`src/design/periph_frontend_pkg.sv`:
```
// Package with register map, reset values and carrier types of the peripheral front end
// Summary of operation
// - Registers are reached only as whole 32-bit words.
// - Byte or half-word accesses drop low address bits and act as word accesses.
// - Window is 16 Kbyte, or 4 Kbyte for the interrupt controller variant.
// - Control register is write-only; a one fires its command, zero does nothing.
// - Mode register is read/write configuration, zero after reset.
// - Status register is read-only current state; writes leave it unchanged.
// - Enable write sets status bits, disable write clears them, zeros change nothing.
// - Unused register bits read as zero; software writes zero into them.
// - Interrupt source is OR of status bits each ANDed with its mask bit.
// - Mask is read back, set via enable register, cleared via disable register.
// - Each channel has a 32-bit address pointer and 16-bit count register.
// - Eight channels: one receive and one transmit per serial peripheral.
// - Channel reaching its programmed amount raises an end-of-transfer condition.
// - One channel moves up to 65535 contiguous units of UNIT_BYTES bytes without processor help.
package periph_frontend_pkg;

    // Window sizes in address bits
    localparam int WIN_BITS_PERIPH = 14;
    localparam int WIN_BITS_IRQ_CTRL = 12;

    // Register word offsets inside the window
    localparam logic [13:0] OFF_CTRL = 14'h0000;
    localparam logic [13:0] OFF_MODE = 14'h0004;
    localparam logic [13:0] OFF_STAT = 14'h0008;
    localparam logic [13:0] OFF_SHADOW_EN = 14'h000c;
    localparam logic [13:0] OFF_SHADOW_DIS = 14'h0010;
    localparam logic [13:0] OFF_SHADOW_ST = 14'h0014;
    localparam logic [13:0] OFF_IRQ_EN = 14'h0018;
    localparam logic [13:0] OFF_IRQ_DIS = 14'h001c;
    localparam logic [13:0] OFF_IRQ_MASK = 14'h0020;
    localparam logic [13:0] OFF_CHAN_BASE = 14'h0100;
    localparam logic [13:0] OFF_CHAN_PTR = 14'h0000;
    localparam logic [13:0] OFF_CHAN_CNT = 14'h0004;
    localparam int CHAN_STRIDE_SHIFT = 3;

    // Field layout of the status word, plus shadow and count widths
    localparam int CORE_STAT_W = 16;
    localparam int EOT_LSB = 16;
    localparam int NUM_CHAN = 8;
    localparam int SHADOW_W = 16;
    localparam int CNT_W = 16;

    // Values after reset
    localparam logic [31:0] MODE_RST = 32'h0000_0000;
    localparam logic [31:0] MASK_RST = 32'h0000_0000;
    localparam logic [31:0] PTR_RST = 32'h0000_0000;
    localparam logic [15:0] CNT_RST = 16'h0000;

    // Access sizes on the bus request
    typedef enum logic [1:0] {
        SIZE_BYTE = 2'b00,
        SIZE_HALF = 2'b01,
        SIZE_WORD = 2'b10
    } acc_size_t;

    // One bus request, held for one cycle
    typedef struct packed {
        logic valid;
        logic write;
        acc_size_t size;
        logic [31:0] addr;
        logic [31:0] wdata;
    } bus_req_t;

    // One buffered unit heading for memory
    typedef struct packed {
        logic [2:0] chan;
        logic [31:0] addr;
        logic [31:0] data;
    } xfer_word_t;

endpackage : periph_frontend_pkg

```
`src/design/peripheral_reg_frontend.sv`:
```
// Register front end with shadow bits, interrupt masking and eight transfer channels
`timescale 1ns/100ps
`default_nettype none
module peripheral_reg_frontend #(
    parameter logic [31:0] BASE_ADDR = 32'hfffc_0000,
    parameter bit IS_IRQ_CTRL = 1'b0,
    parameter logic [31:0] UNIT_BYTES = 32'h0000_0001,
    parameter int BUF_DEPTH = 2
) (
    // Clock and reset
    input wire logic ref_clk_in,
    input wire logic arst_n_in,
    // Register bus
    input wire periph_frontend_pkg::bus_req_t bus_req_in,
    output logic bus_ack_out,
    output logic bus_hit_out,
    output logic [31:0] bus_rdata_out,
    // Peripheral core side
    input wire logic [periph_frontend_pkg::CORE_STAT_W-1:0] core_status_in,
    output logic [31:0] cmd_pulse_out,
    output logic [31:0] mode_out,
    output logic [periph_frontend_pkg::SHADOW_W-1:0] shadow_status_out,
    output logic irq_source_out,
    // Transfer data from the peripheral core
    input wire logic core_valid_in,
    input wire logic [2:0] core_chan_in,
    input wire logic [31:0] core_data_in,
    output logic core_ready_out,
    output logic [periph_frontend_pkg::NUM_CHAN-1:0] chan_active_out,
    // Transfer data toward memory
    output logic mem_valid_out,
    output periph_frontend_pkg::xfer_word_t mem_word_out,
    input wire logic mem_ready_in
);

    localparam int PTR_W = (BUF_DEPTH > 1) ? $clog2(BUF_DEPTH) : 1;
    localparam int NC = periph_frontend_pkg::NUM_CHAN;

    // Reset release through two flops; assertion stays asynchronous
    logic rst_sync1_r;
    logic rst_sync2_r;
    logic rst_n;

    always_ff @(posedge ref_clk_in or negedge arst_n_in) begin
        if (!arst_n_in) begin
            rst_sync1_r <= 1'b0;
            rst_sync2_r <= 1'b0;
        end else begin
            rst_sync1_r <= 1'b1;
            rst_sync2_r <= rst_sync1_r;
        end
    end
    assign rst_n = rst_sync2_r;

    // Address decode; sub-word sizes are folded onto the aligned word
    logic [31:0] win_mask;
    logic [13:0] word_off;
    logic hit;
    logic wr_hit;
    logic rd_hit;

    assign win_mask = IS_IRQ_CTRL ? 32'hffff_f000 : 32'hffff_c000;
    assign hit = bus_req_in.valid && ((bus_req_in.addr & win_mask) == (BASE_ADDR & win_mask));
    // Only word lanes exist, so the low two bits are never looked at
    assign word_off = {bus_req_in.addr[13:2], 2'b00} & ~win_mask[13:0];
    assign wr_hit = hit && bus_req_in.write;
    assign rd_hit = hit && !bus_req_in.write;

    // Register write strobes
    logic wr_ctrl;
    logic wr_mode;
    logic wr_sh_en;
    logic wr_sh_dis;
    logic wr_irq_en;
    logic wr_irq_dis;
    logic chan_space;
    logic [2:0] chan_sel;
    logic [13:0] chan_field;

    assign wr_ctrl = wr_hit && (word_off == periph_frontend_pkg::OFF_CTRL);
    assign wr_mode = wr_hit && (word_off == periph_frontend_pkg::OFF_MODE);
    assign wr_sh_en = wr_hit && (word_off == periph_frontend_pkg::OFF_SHADOW_EN);
    assign wr_sh_dis = wr_hit && (word_off == periph_frontend_pkg::OFF_SHADOW_DIS);
    assign wr_irq_en = wr_hit && (word_off == periph_frontend_pkg::OFF_IRQ_EN);
    assign wr_irq_dis = wr_hit && (word_off == periph_frontend_pkg::OFF_IRQ_DIS);
    assign chan_space = (word_off[13:6] == periph_frontend_pkg::OFF_CHAN_BASE[13:6]);
    assign chan_sel = word_off[5:3];
    assign chan_field = {11'h000, word_off[2:0]};

    // Command pulses, one cycle wide, only for bits written as one
    always_ff @(posedge ref_clk_in or negedge rst_n) begin
        if (!rst_n) begin
            cmd_pulse_out <= 32'h0000_0000;
        end else begin
            cmd_pulse_out <= wr_ctrl ? bus_req_in.wdata : 32'h0000_0000;
        end
    end

    // Mode register
    always_ff @(posedge ref_clk_in or negedge rst_n) begin
        if (!rst_n) begin
            mode_out <= periph_frontend_pkg::MODE_RST;
        end else if (wr_mode) begin
            mode_out <= bus_req_in.wdata;
        end
    end

    // Shadow status bits; the clear term is applied last so disable wins
    logic [periph_frontend_pkg::SHADOW_W-1:0] sh_set;
    logic [periph_frontend_pkg::SHADOW_W-1:0] sh_clr;

    assign sh_set = wr_sh_en ? bus_req_in.wdata[periph_frontend_pkg::SHADOW_W-1:0] : '0;
    assign sh_clr = wr_sh_dis ? bus_req_in.wdata[periph_frontend_pkg::SHADOW_W-1:0] : '0;

    always_ff @(posedge ref_clk_in or negedge rst_n) begin
        if (!rst_n) begin
            shadow_status_out <= '0;
        end else begin
            shadow_status_out <= (shadow_status_out | sh_set) & ~sh_clr;
        end
    end

    // Interrupt mask, written only through set and clear words, read back at its own word
    logic [31:0] irq_mask_r;
    logic [31:0] irq_set;
    logic [31:0] irq_clr;
    logic [31:0] stat_word;
    logic [31:0] stat_used;
    logic [NC-1:0] eot_r;

    assign stat_used = 32'h00ff_ffff;
    assign irq_set = wr_irq_en ? (bus_req_in.wdata & stat_used) : 32'h0000_0000;
    assign irq_clr = wr_irq_dis ? bus_req_in.wdata : 32'h0000_0000;

    always_ff @(posedge ref_clk_in or negedge rst_n) begin
        if (!rst_n) begin
            irq_mask_r <= periph_frontend_pkg::MASK_RST;
        end else begin
            irq_mask_r <= (irq_mask_r | irq_set) & ~irq_clr;
        end
    end

    // Status word: core bits low, end-of-transfer flags above, rest zero
    assign stat_word = {8'h00, eot_r, core_status_in};

    // Interrupt source toward the vectored_irq_controller
    always_ff @(posedge ref_clk_in or negedge rst_n) begin
        if (!rst_n) begin
            irq_source_out <= 1'b0;
        end else begin
            irq_source_out <= |(stat_word & irq_mask_r);
        end
    end

    // Two-entry buffer between the core and memory
    periph_frontend_pkg::xfer_word_t buf_mem_r [BUF_DEPTH];
    logic [PTR_W-1:0] buf_wr_r;
    logic [PTR_W-1:0] buf_rd_r;
    logic [PTR_W:0] buf_cnt_r;
    logic buf_full;
    logic push;
    logic pop;
    logic [31:0] ptr_r [NC];
    logic [periph_frontend_pkg::CNT_W-1:0] cnt_r [NC];
    logic [NC-1:0] chan_busy;

    assign buf_full = (buf_cnt_r == (PTR_W + 1)'(BUF_DEPTH));
    // A channel with nothing left stalls the core rather than dropping data
    assign core_ready_out = !buf_full && chan_busy[core_chan_in];
    assign push = core_valid_in && core_ready_out;
    assign mem_valid_out = (buf_cnt_r != '0);
    assign pop = mem_valid_out && mem_ready_in;
    assign mem_word_out = buf_mem_r[buf_rd_r];
    assign chan_active_out = chan_busy;

    // Buffer storage, with the channel address captured at push time
    always_ff @(posedge ref_clk_in or negedge rst_n) begin
        if (!rst_n) begin
            for (int i = 0; i < BUF_DEPTH; i++) begin
                buf_mem_r[i] <= '0;
            end
        end else if (push) begin
            buf_mem_r[buf_wr_r] <= '{chan: core_chan_in, addr: ptr_r[core_chan_in],
                                     data: core_data_in};
        end
    end

    // Buffer pointers and occupancy
    always_ff @(posedge ref_clk_in or negedge rst_n) begin
        if (!rst_n) begin
            buf_wr_r <= '0;
            buf_rd_r <= '0;
            buf_cnt_r <= '0;
        end else begin
            if (push) begin
                buf_wr_r <= (buf_wr_r == PTR_W'(BUF_DEPTH - 1)) ? '0 : buf_wr_r + 1'b1;
            end
            if (pop) begin
                buf_rd_r <= (buf_rd_r == PTR_W'(BUF_DEPTH - 1)) ? '0 : buf_rd_r + 1'b1;
            end
            if (push && !pop) begin
                buf_cnt_r <= buf_cnt_r + 1'b1;
            end else if (pop && !push) begin
                buf_cnt_r <= buf_cnt_r - 1'b1;
            end
        end
    end

    // Transfer channels, one receive and one transmit per serial peripheral
    genvar ch;
    generate
        for (ch = 0; ch < NC; ch++) begin : g_chan
            logic wr_ptr_c;
            logic wr_cnt_c;
            logic step_c;
            logic done_c;

            assign wr_ptr_c = wr_hit && chan_space && (chan_sel == 3'(ch))
                && (chan_field == periph_frontend_pkg::OFF_CHAN_PTR);
            assign wr_cnt_c = wr_hit && chan_space && (chan_sel == 3'(ch))
                && (chan_field == periph_frontend_pkg::OFF_CHAN_CNT);
            assign step_c = push && (core_chan_in == 3'(ch));
            assign done_c = step_c && (cnt_r[ch] == 16'h0001);
            assign chan_busy[ch] = (cnt_r[ch] != '0);

            // Pointer: a software write overrides a unit step in the same cycle
            always_ff @(posedge ref_clk_in or negedge rst_n) begin
                if (!rst_n) begin
                    ptr_r[ch] <= periph_frontend_pkg::PTR_RST;
                end else if (wr_ptr_c) begin
                    ptr_r[ch] <= bus_req_in.wdata;
                end else if (step_c) begin
                    ptr_r[ch] <= ptr_r[ch] + UNIT_BYTES;
                end
            end

            // Count: 16 bits caps one block at 65535 units
            always_ff @(posedge ref_clk_in or negedge rst_n) begin
                if (!rst_n) begin
                    cnt_r[ch] <= periph_frontend_pkg::CNT_RST;
                end else if (wr_cnt_c) begin
                    cnt_r[ch] <= bus_req_in.wdata[periph_frontend_pkg::CNT_W-1:0];
                end else if (step_c) begin
                    cnt_r[ch] <= cnt_r[ch] - 1'b1;
                end
            end

            // End-of-transfer flag; completion wins over the clear by a count write
            always_ff @(posedge ref_clk_in or negedge rst_n) begin
                if (!rst_n) begin
                    eot_r[ch] <= 1'b0;
                end else if (done_c) begin
                    eot_r[ch] <= 1'b1;
                end else if (wr_cnt_c) begin
                    eot_r[ch] <= 1'b0;
                end
            end
        end
    endgenerate

    // Read multiplexer; unused bits and unmapped words read zero
    logic [31:0] rd_mux;

    always_comb begin
        rd_mux = 32'h0000_0000;
        if (chan_space) begin
            if (chan_field == periph_frontend_pkg::OFF_CHAN_PTR) begin
                rd_mux = ptr_r[chan_sel];
            end else if (chan_field == periph_frontend_pkg::OFF_CHAN_CNT) begin
                rd_mux = {16'h0000, cnt_r[chan_sel]};
            end
        end else begin
            case (word_off)
                periph_frontend_pkg::OFF_MODE: rd_mux = mode_out;
                periph_frontend_pkg::OFF_STAT: rd_mux = stat_word;
                periph_frontend_pkg::OFF_SHADOW_ST: rd_mux = {16'h0000, shadow_status_out};
                periph_frontend_pkg::OFF_IRQ_MASK: rd_mux = irq_mask_r;
                default: rd_mux = 32'h0000_0000;
            endcase
        end
    end

    // Answer one cycle after the request, for hits and misses alike
    always_ff @(posedge ref_clk_in or negedge rst_n) begin
        if (!rst_n) begin
            bus_ack_out <= 1'b0;
            bus_hit_out <= 1'b0;
            bus_rdata_out <= 32'h0000_0000;
        end else begin
            bus_ack_out <= bus_req_in.valid;
            bus_hit_out <= hit;
            bus_rdata_out <= rd_hit ? rd_mux : 32'h0000_0000;
        end
    end

endmodule : peripheral_reg_frontend
`default_nettype wire

```
`config.mk`:
```
export PLATFORM = sky130hd
export DESIGN_NAME = peripheral_reg_frontend
export DESIGN_NICKNAME = d
export VERILOG_FILES = /design/src/design/periph_frontend_pkg.sv /design/src/design/peripheral_reg_frontend.sv
export SDC_FILE = /design/constraint.sdc
export NUM_CORES = 2
export LEC_CHECK = 0
export BUFFER_PORTS_ARGS = -buffer_cell sky130_fd_sc_hd__buf_4
export CORE_UTILIZATION = 40
export CTS_CLUSTER_SIZE = 24
export DETAILED_ROUTE_END_ITERATION = 7
export GPL_TIMING_DRIVEN = 0
export SLEW_MARGIN = 20
export SYNTH_ARGS = -nofsm -noshare
export SYNTH_HDL_FRONTEND = slang
export SYNTH_SLANG_ARGS = --single-unit
```
`constraint.sdc`:
```
create_clock -name ref_clk_in -period 22.5 [get_ports ref_clk_in]
set_clock_uncertainty 0.15 [all_clocks]
set_input_delay 5.625 -clock ref_clk_in [delete_from_list [all_inputs] [get_ports ref_clk_in]]
set_output_delay 5.625 -clock ref_clk_in [all_outputs]
set_load 0.01 [all_outputs]
```
* Word level (Yosys, flattened, before mapping)
Cells that the tools add are included.
Operators by class: $add $sub $neg 20, magnitude comparators 6, eq/ne operators 33, mux-type cells 79, bitwise gates (word level) 11, reductions and logical operators 99
Operators with widths (count):
- $mux W32 | 25
- $mux W16 | 21
- $mux W67 | 4
- $add A32 B1 Y32 const B | 8
- $bmux W32 S3 | 2
- $bwmux W134 | 1
- $eq A16 B1 Y1 const B | 8
- $pmux W32 S4 | 1
- $reduce_bool A16 Y1 | 8
- $sub A16 B1 Y16 const B | 8
- $demux W67 S1 | 1
- $logic_and A1 B1 Y1 | 56
- $reduce_bool A2 Y1 | 26
- $bmux W16 S3 | 1
- $eq A12 B3 Y1 const B | 4
- $and A24 B32 Y32 | 1
- $and A32 B32 Y32 | 1
- $not A32 Y32 | 1
- $or A32 B24 Y32 | 1
- $reduce_or A32 Y1 | 1
- $logic_not A14 Y1 | 2
- $eq A12 B2 Y1 const B | 2
- $eq A3 B3 Y1 const B | 8
- $mux W24 | 1
- 24 further kinds | 56
Storage, ports and cells: flip-flop bits (word level) 679, input port bits 123, output and inout bits 192, logic and storage cells 291

* Logic depth before layout (Yosys ltp)
word-level depth 9, gate-level depth with buffers 14, gate-level depth less buffers 12

* Least setup slack after synthesis
No wires, ideal clock.
path type in2out, from input port core_chan_in[1], to output port core_ready_out, data arrival time 7.269 ns, data required time 16.725 ns, slack 9.456 ns, cell stages on the path 6, path buffers 3, cell sequence clkbuf_1 -> buf_1 -> clkbuf_1 -> o21ai_0 -> mux2_2 -> a21oi_1
Between the ends: word-level cells in the longest chain between the ends 3
Ends and longest elaborated chain:
- from (decl) | RTL line peripheral_reg_frontend.sv:26 | input wire logic [2:0] core_chan_in,
- $bmux W1 S3 | RTL line peripheral_reg_frontend.sv:169 | assign core_ready_out = !buf_full && chan_busy[core_chan_in];
- $mux W1 (implied by the code) | RTL line peripheral_reg_frontend.sv:169
- $logic_and A1 B1 Y1 | RTL line peripheral_reg_frontend.sv:169
- to (decl) | RTL line peripheral_reg_frontend.sv:28 | output logic core_ready_out,
Every way passes these cells. The select of a mux whose other input is x is not followed.

* Worst setup path in the final report
Same ends and word-level chain as after synthesis.

==> impl_metrics.ini <==
[clock_tree]
clkLatencyLatePin_ps = 680
cts_setup_buffers = 0
clock_sinks = 679
htreeDepth = 3
cts_made_buffers = 84
root_buffer = clkbuf_16
clock_path_buffers = 3
clk_pin_slew_ps = 60
cts_resized = 0
cts_hold_buffers = 0
cts_tree = done

[timing]
setup_ws_ps = 7370
finalCritPeriodShare_pct = 67.3
finalCriticalPeriod_ps = 15130
final_max_slew_viol_count = 0
whs_ps = 197
clock.fmax_mhz = 66.1
tightest_slew_ps = 1350
setup_violations = 0
hold_viol_final = 0
slew_headroom_pct = 10.3
setup_tns_ps = 0
rsz0062_at_grt = false

[run]
maxCapViolations = 0

[worst_setup_path]
cp.required_ps = 16730
cp_max_fo = 10
critPathLaunchType = input port
worst_path_max_delay_cell = clkbuf_1
path_class = in2out
path_cells = buf_4 -> clkbuf_1 -> buf_1 -> clkbuf_1 -> o21ai_0 -> mux2_2 -> a21oi_1 -> buf_4
critPathTopFamily = buffers and inverters
cp.depth = 8
cp_data_arrival_time_ps = 9360
cp_num_buf_inv = 5
rr_worst_depth = 14
end_kind = primary output
cp_slowest_stage_delay_ps = 810

[global_routing]
grt_max_degree = 54
grt_pass1_vias = 34900
antenna_found_initial = 4
grt_pass1_wl_um = 244000
grt_usage_pct = 33.4
overflow = 0

[final_layout]
area_growth_syn_to_layout_pct = 18.8
nNetsFinal = 4610
drive_above_1_share_pct = 19.0

[place]
place_congestion = 1.01
hpwl_um = 127000
dp_slack_ps = 7470
io_buffer_count = 303

[die]
coreArea_mm2 = 0.0973
fp.dieArea_mm2 = 0.100
die_h_um = 316
die_w_um = 316
initial_utilization_pct = 40.7
ios = 315
rows = 114

[synth]
syn_nets = 4198
synth-main-ff-cell = dfrtp_1
synthCells = 4050
yosys-top-cells-area = dfrtp_1 43%, mux4_2 10%, xnor2_1 5.4%
synth-seq-cells = 679
post-synth-top-area-cell = dfrtp_1
ys_types = 67
yosysWarnings = 0
avgSynthCellArea_um2 = 9.77
async_reset_ff_share_pct = 100
ys_seq_area_share_pct = 43.0
synth_edf_count = 0
synth_top_area_share_pct = 43.0
netlist_area_mm2 = 0.0395

[run_status]
status = complete, no violations

[min_path]
hold_path_class = reg2async

[detailed_routing]
drc = 0
ant_nets = 0
dr.pass1.iters = 8
wl_um = 169000
via_per_inst = 6.32
drtIter0Drc = 4471
route.vias.total = 36700
wire_per_inst_um = 29.1

[pwr]
finalPower_mw = 4.31
ir_drop_uv = 77.9
p_leak_nw = 19.1
power_density_mw_per_mm2 = 91.7
## per-stage QoR
step	utilization (%)	cell area (um^2)	std cells
after floorplan	-	39500	4050
after global placement	44.6	43400	5629
after detailed placement	45.2	44000	5652
after CTS	48.3	46900	5806
after global routing	48.3	47000	5806
final	48.3	47000	5810
## cells in the final DEF, fill, tap and decap left out, types with 10 or more instances in the layout
cell type	count
buf_2	10
and3_1	40
buf_4	308
nor2b_1	41
buf_1	29
mux2_2	150
clkbuf_16	85
o22ai_1	34
mux2i_1	11
nor2_1	375
a22oi_1	104
clkbuf_1	278
dfrtp_1	678
nor3_1	136
or4_1	22
and2_1	42
xnor2_1	245
inv_1	60
o211ai_1	10
buf_16	13
a32o_1	36
nand2_1	366
nand4_1	77
a21oi_1	344
clkbuf_8	17
and4_1	20
ha_1	25
nor4_1	68
clkinv_2	18
o21ai_0	235
a222oi_1	16
mux4_2	176
nand3_1	132
clkbuf_2	23
or3_1	27
xor2_1	116
o21a_1	12
bufinv_16	12
a31oi_1	19
## metal layers
metal,up-vias,GRT usage [%],part of all wire (%)
met2,2007,50.6,45
met3,436,6.91,8.9
met1,18700,44.9,40
met4,2,18.2,6.1
li1,15500,-,-
met5,-,0,0.0077
## worst register-to-register path: cells and delay by family (launching register included)
| kind | cells | cell delay, ps |
|---|---|---|
| compound gates | 2 | 760 |
| fa+ha+maj | 2 | 500 |
| flops | 1 | 490 |
| simple gates | 4 | 1650 |
| xor+xnor | 2 | 300 |
| buf+inv | 4 | 820 |
## worst paths after layout
kind / end / slack (ps) / startpoint
max reg2reg: buf_cnt_r[1]$_DFFE_PN0P_ / 17770 / cnt_r[16]$_DFFE_PN0P_
max: core_ready_out / 7370 / core_chan_in[1]
min: buf_mem_r[101]$_DFFE_PN0P_ / 200 / rst_n$_DFF_PN0_
min in group ref_clk_in: rst_n$_DFF_PN0_ / 200 / rst_sync1_r$_DFF_PN0_
min reg2reg: buf_mem_r[101]$_DFFE_PN0P_ / 200 / rst_n$_DFF_PN0_
max in group asynchronous: rst_n$_DFF_PN0_ / 17530 / arst_n_in
## where the power goes
| group | switching [mW] | leakage [nW] | internal (mW) | total, mW |
|---|---|---|---|---|
| combinational | 0.662 | 8.55 | 0.536 | 1.20 |
| sequential | 0.208 | 9.09 | 1.42 | 1.63 |
| clock | 0.590 | 1.47 | 0.891 | 1.48 |
| total | 1.46 | 19.1 | 2.85 | 4.31 |
## state kept, by name (all words and copies together), names as in the netlist, 2 cells and up
register	count
bus_rdata_out	32
cnt_r	128
eot_r	8
mode_out	32
buf_mem_r	134
cmd_pulse_out	32
shadow_status_out	16
buf_cnt_r	2
irq_mask_r	32
ptr_r	256
## logic make-up (layout without fill, tap and decap cells)
| group | Yosys count | after routing | synth area share [%] |
|---|---|---|---|
| xor+xnor | 361 | 361 | 7.99 |
| flops | 679 | 679 | 43.0 |
| mux | 337 | 337 | 14.6 |
| compound gates | 853 | 853 | 12.8 |
| simple gates | 1408 | 1408 | 17.2 |
| other cells | 1 | 5 | 0.00948 |
| buf+inv | 386 | 866 | 3.70 |
| fa+ha+maj | 25 | 25 | 0.791 |
## synth_stat cells (all sizes together) (4+ instances only)
library cell  number
a21boi             9
a21oi            344
a222oi            16
a22o               4
a22oi            105
a31oi             19
a32o              36
and2              42
and3              40
and4              20
buf               37
clkbuf           287
dfrtp            679
ha                25
inv               61
mux2             150
mux2i             11
mux4             176
nand2            366
nand2b             7
nand3            132
nand3b             6
nand4             77
nor2             376
nor2b             41
nor3             141
nor3b             10
nor4              78
nor4b              4
o211ai            10
o21a              12
o21ai            236
o22ai             34
o41ai              5
or2                9
or3               27
or4               23
xnor2            245
xor2             116
## layout make-up
| cell class | count | area, um^2 |
|---|---|---|
| flip-flops and latches | 679 | 17000 |
| plain buffers | 324 | 1260 |
| clock buffers | 115 | 2410 |
| well taps | 1276 | 1600 |
| multi-input cells | 2985 | 21200 |
| diodes | 4 | 10.0 |
| repair buffers | 326 | 2710 |
| clock inverters | 39 | 574 |
| fillers | 9206 | 50300 |
| inverters | 62 | 233 |
Note: power is estimated with default switching activity, not from simulation.
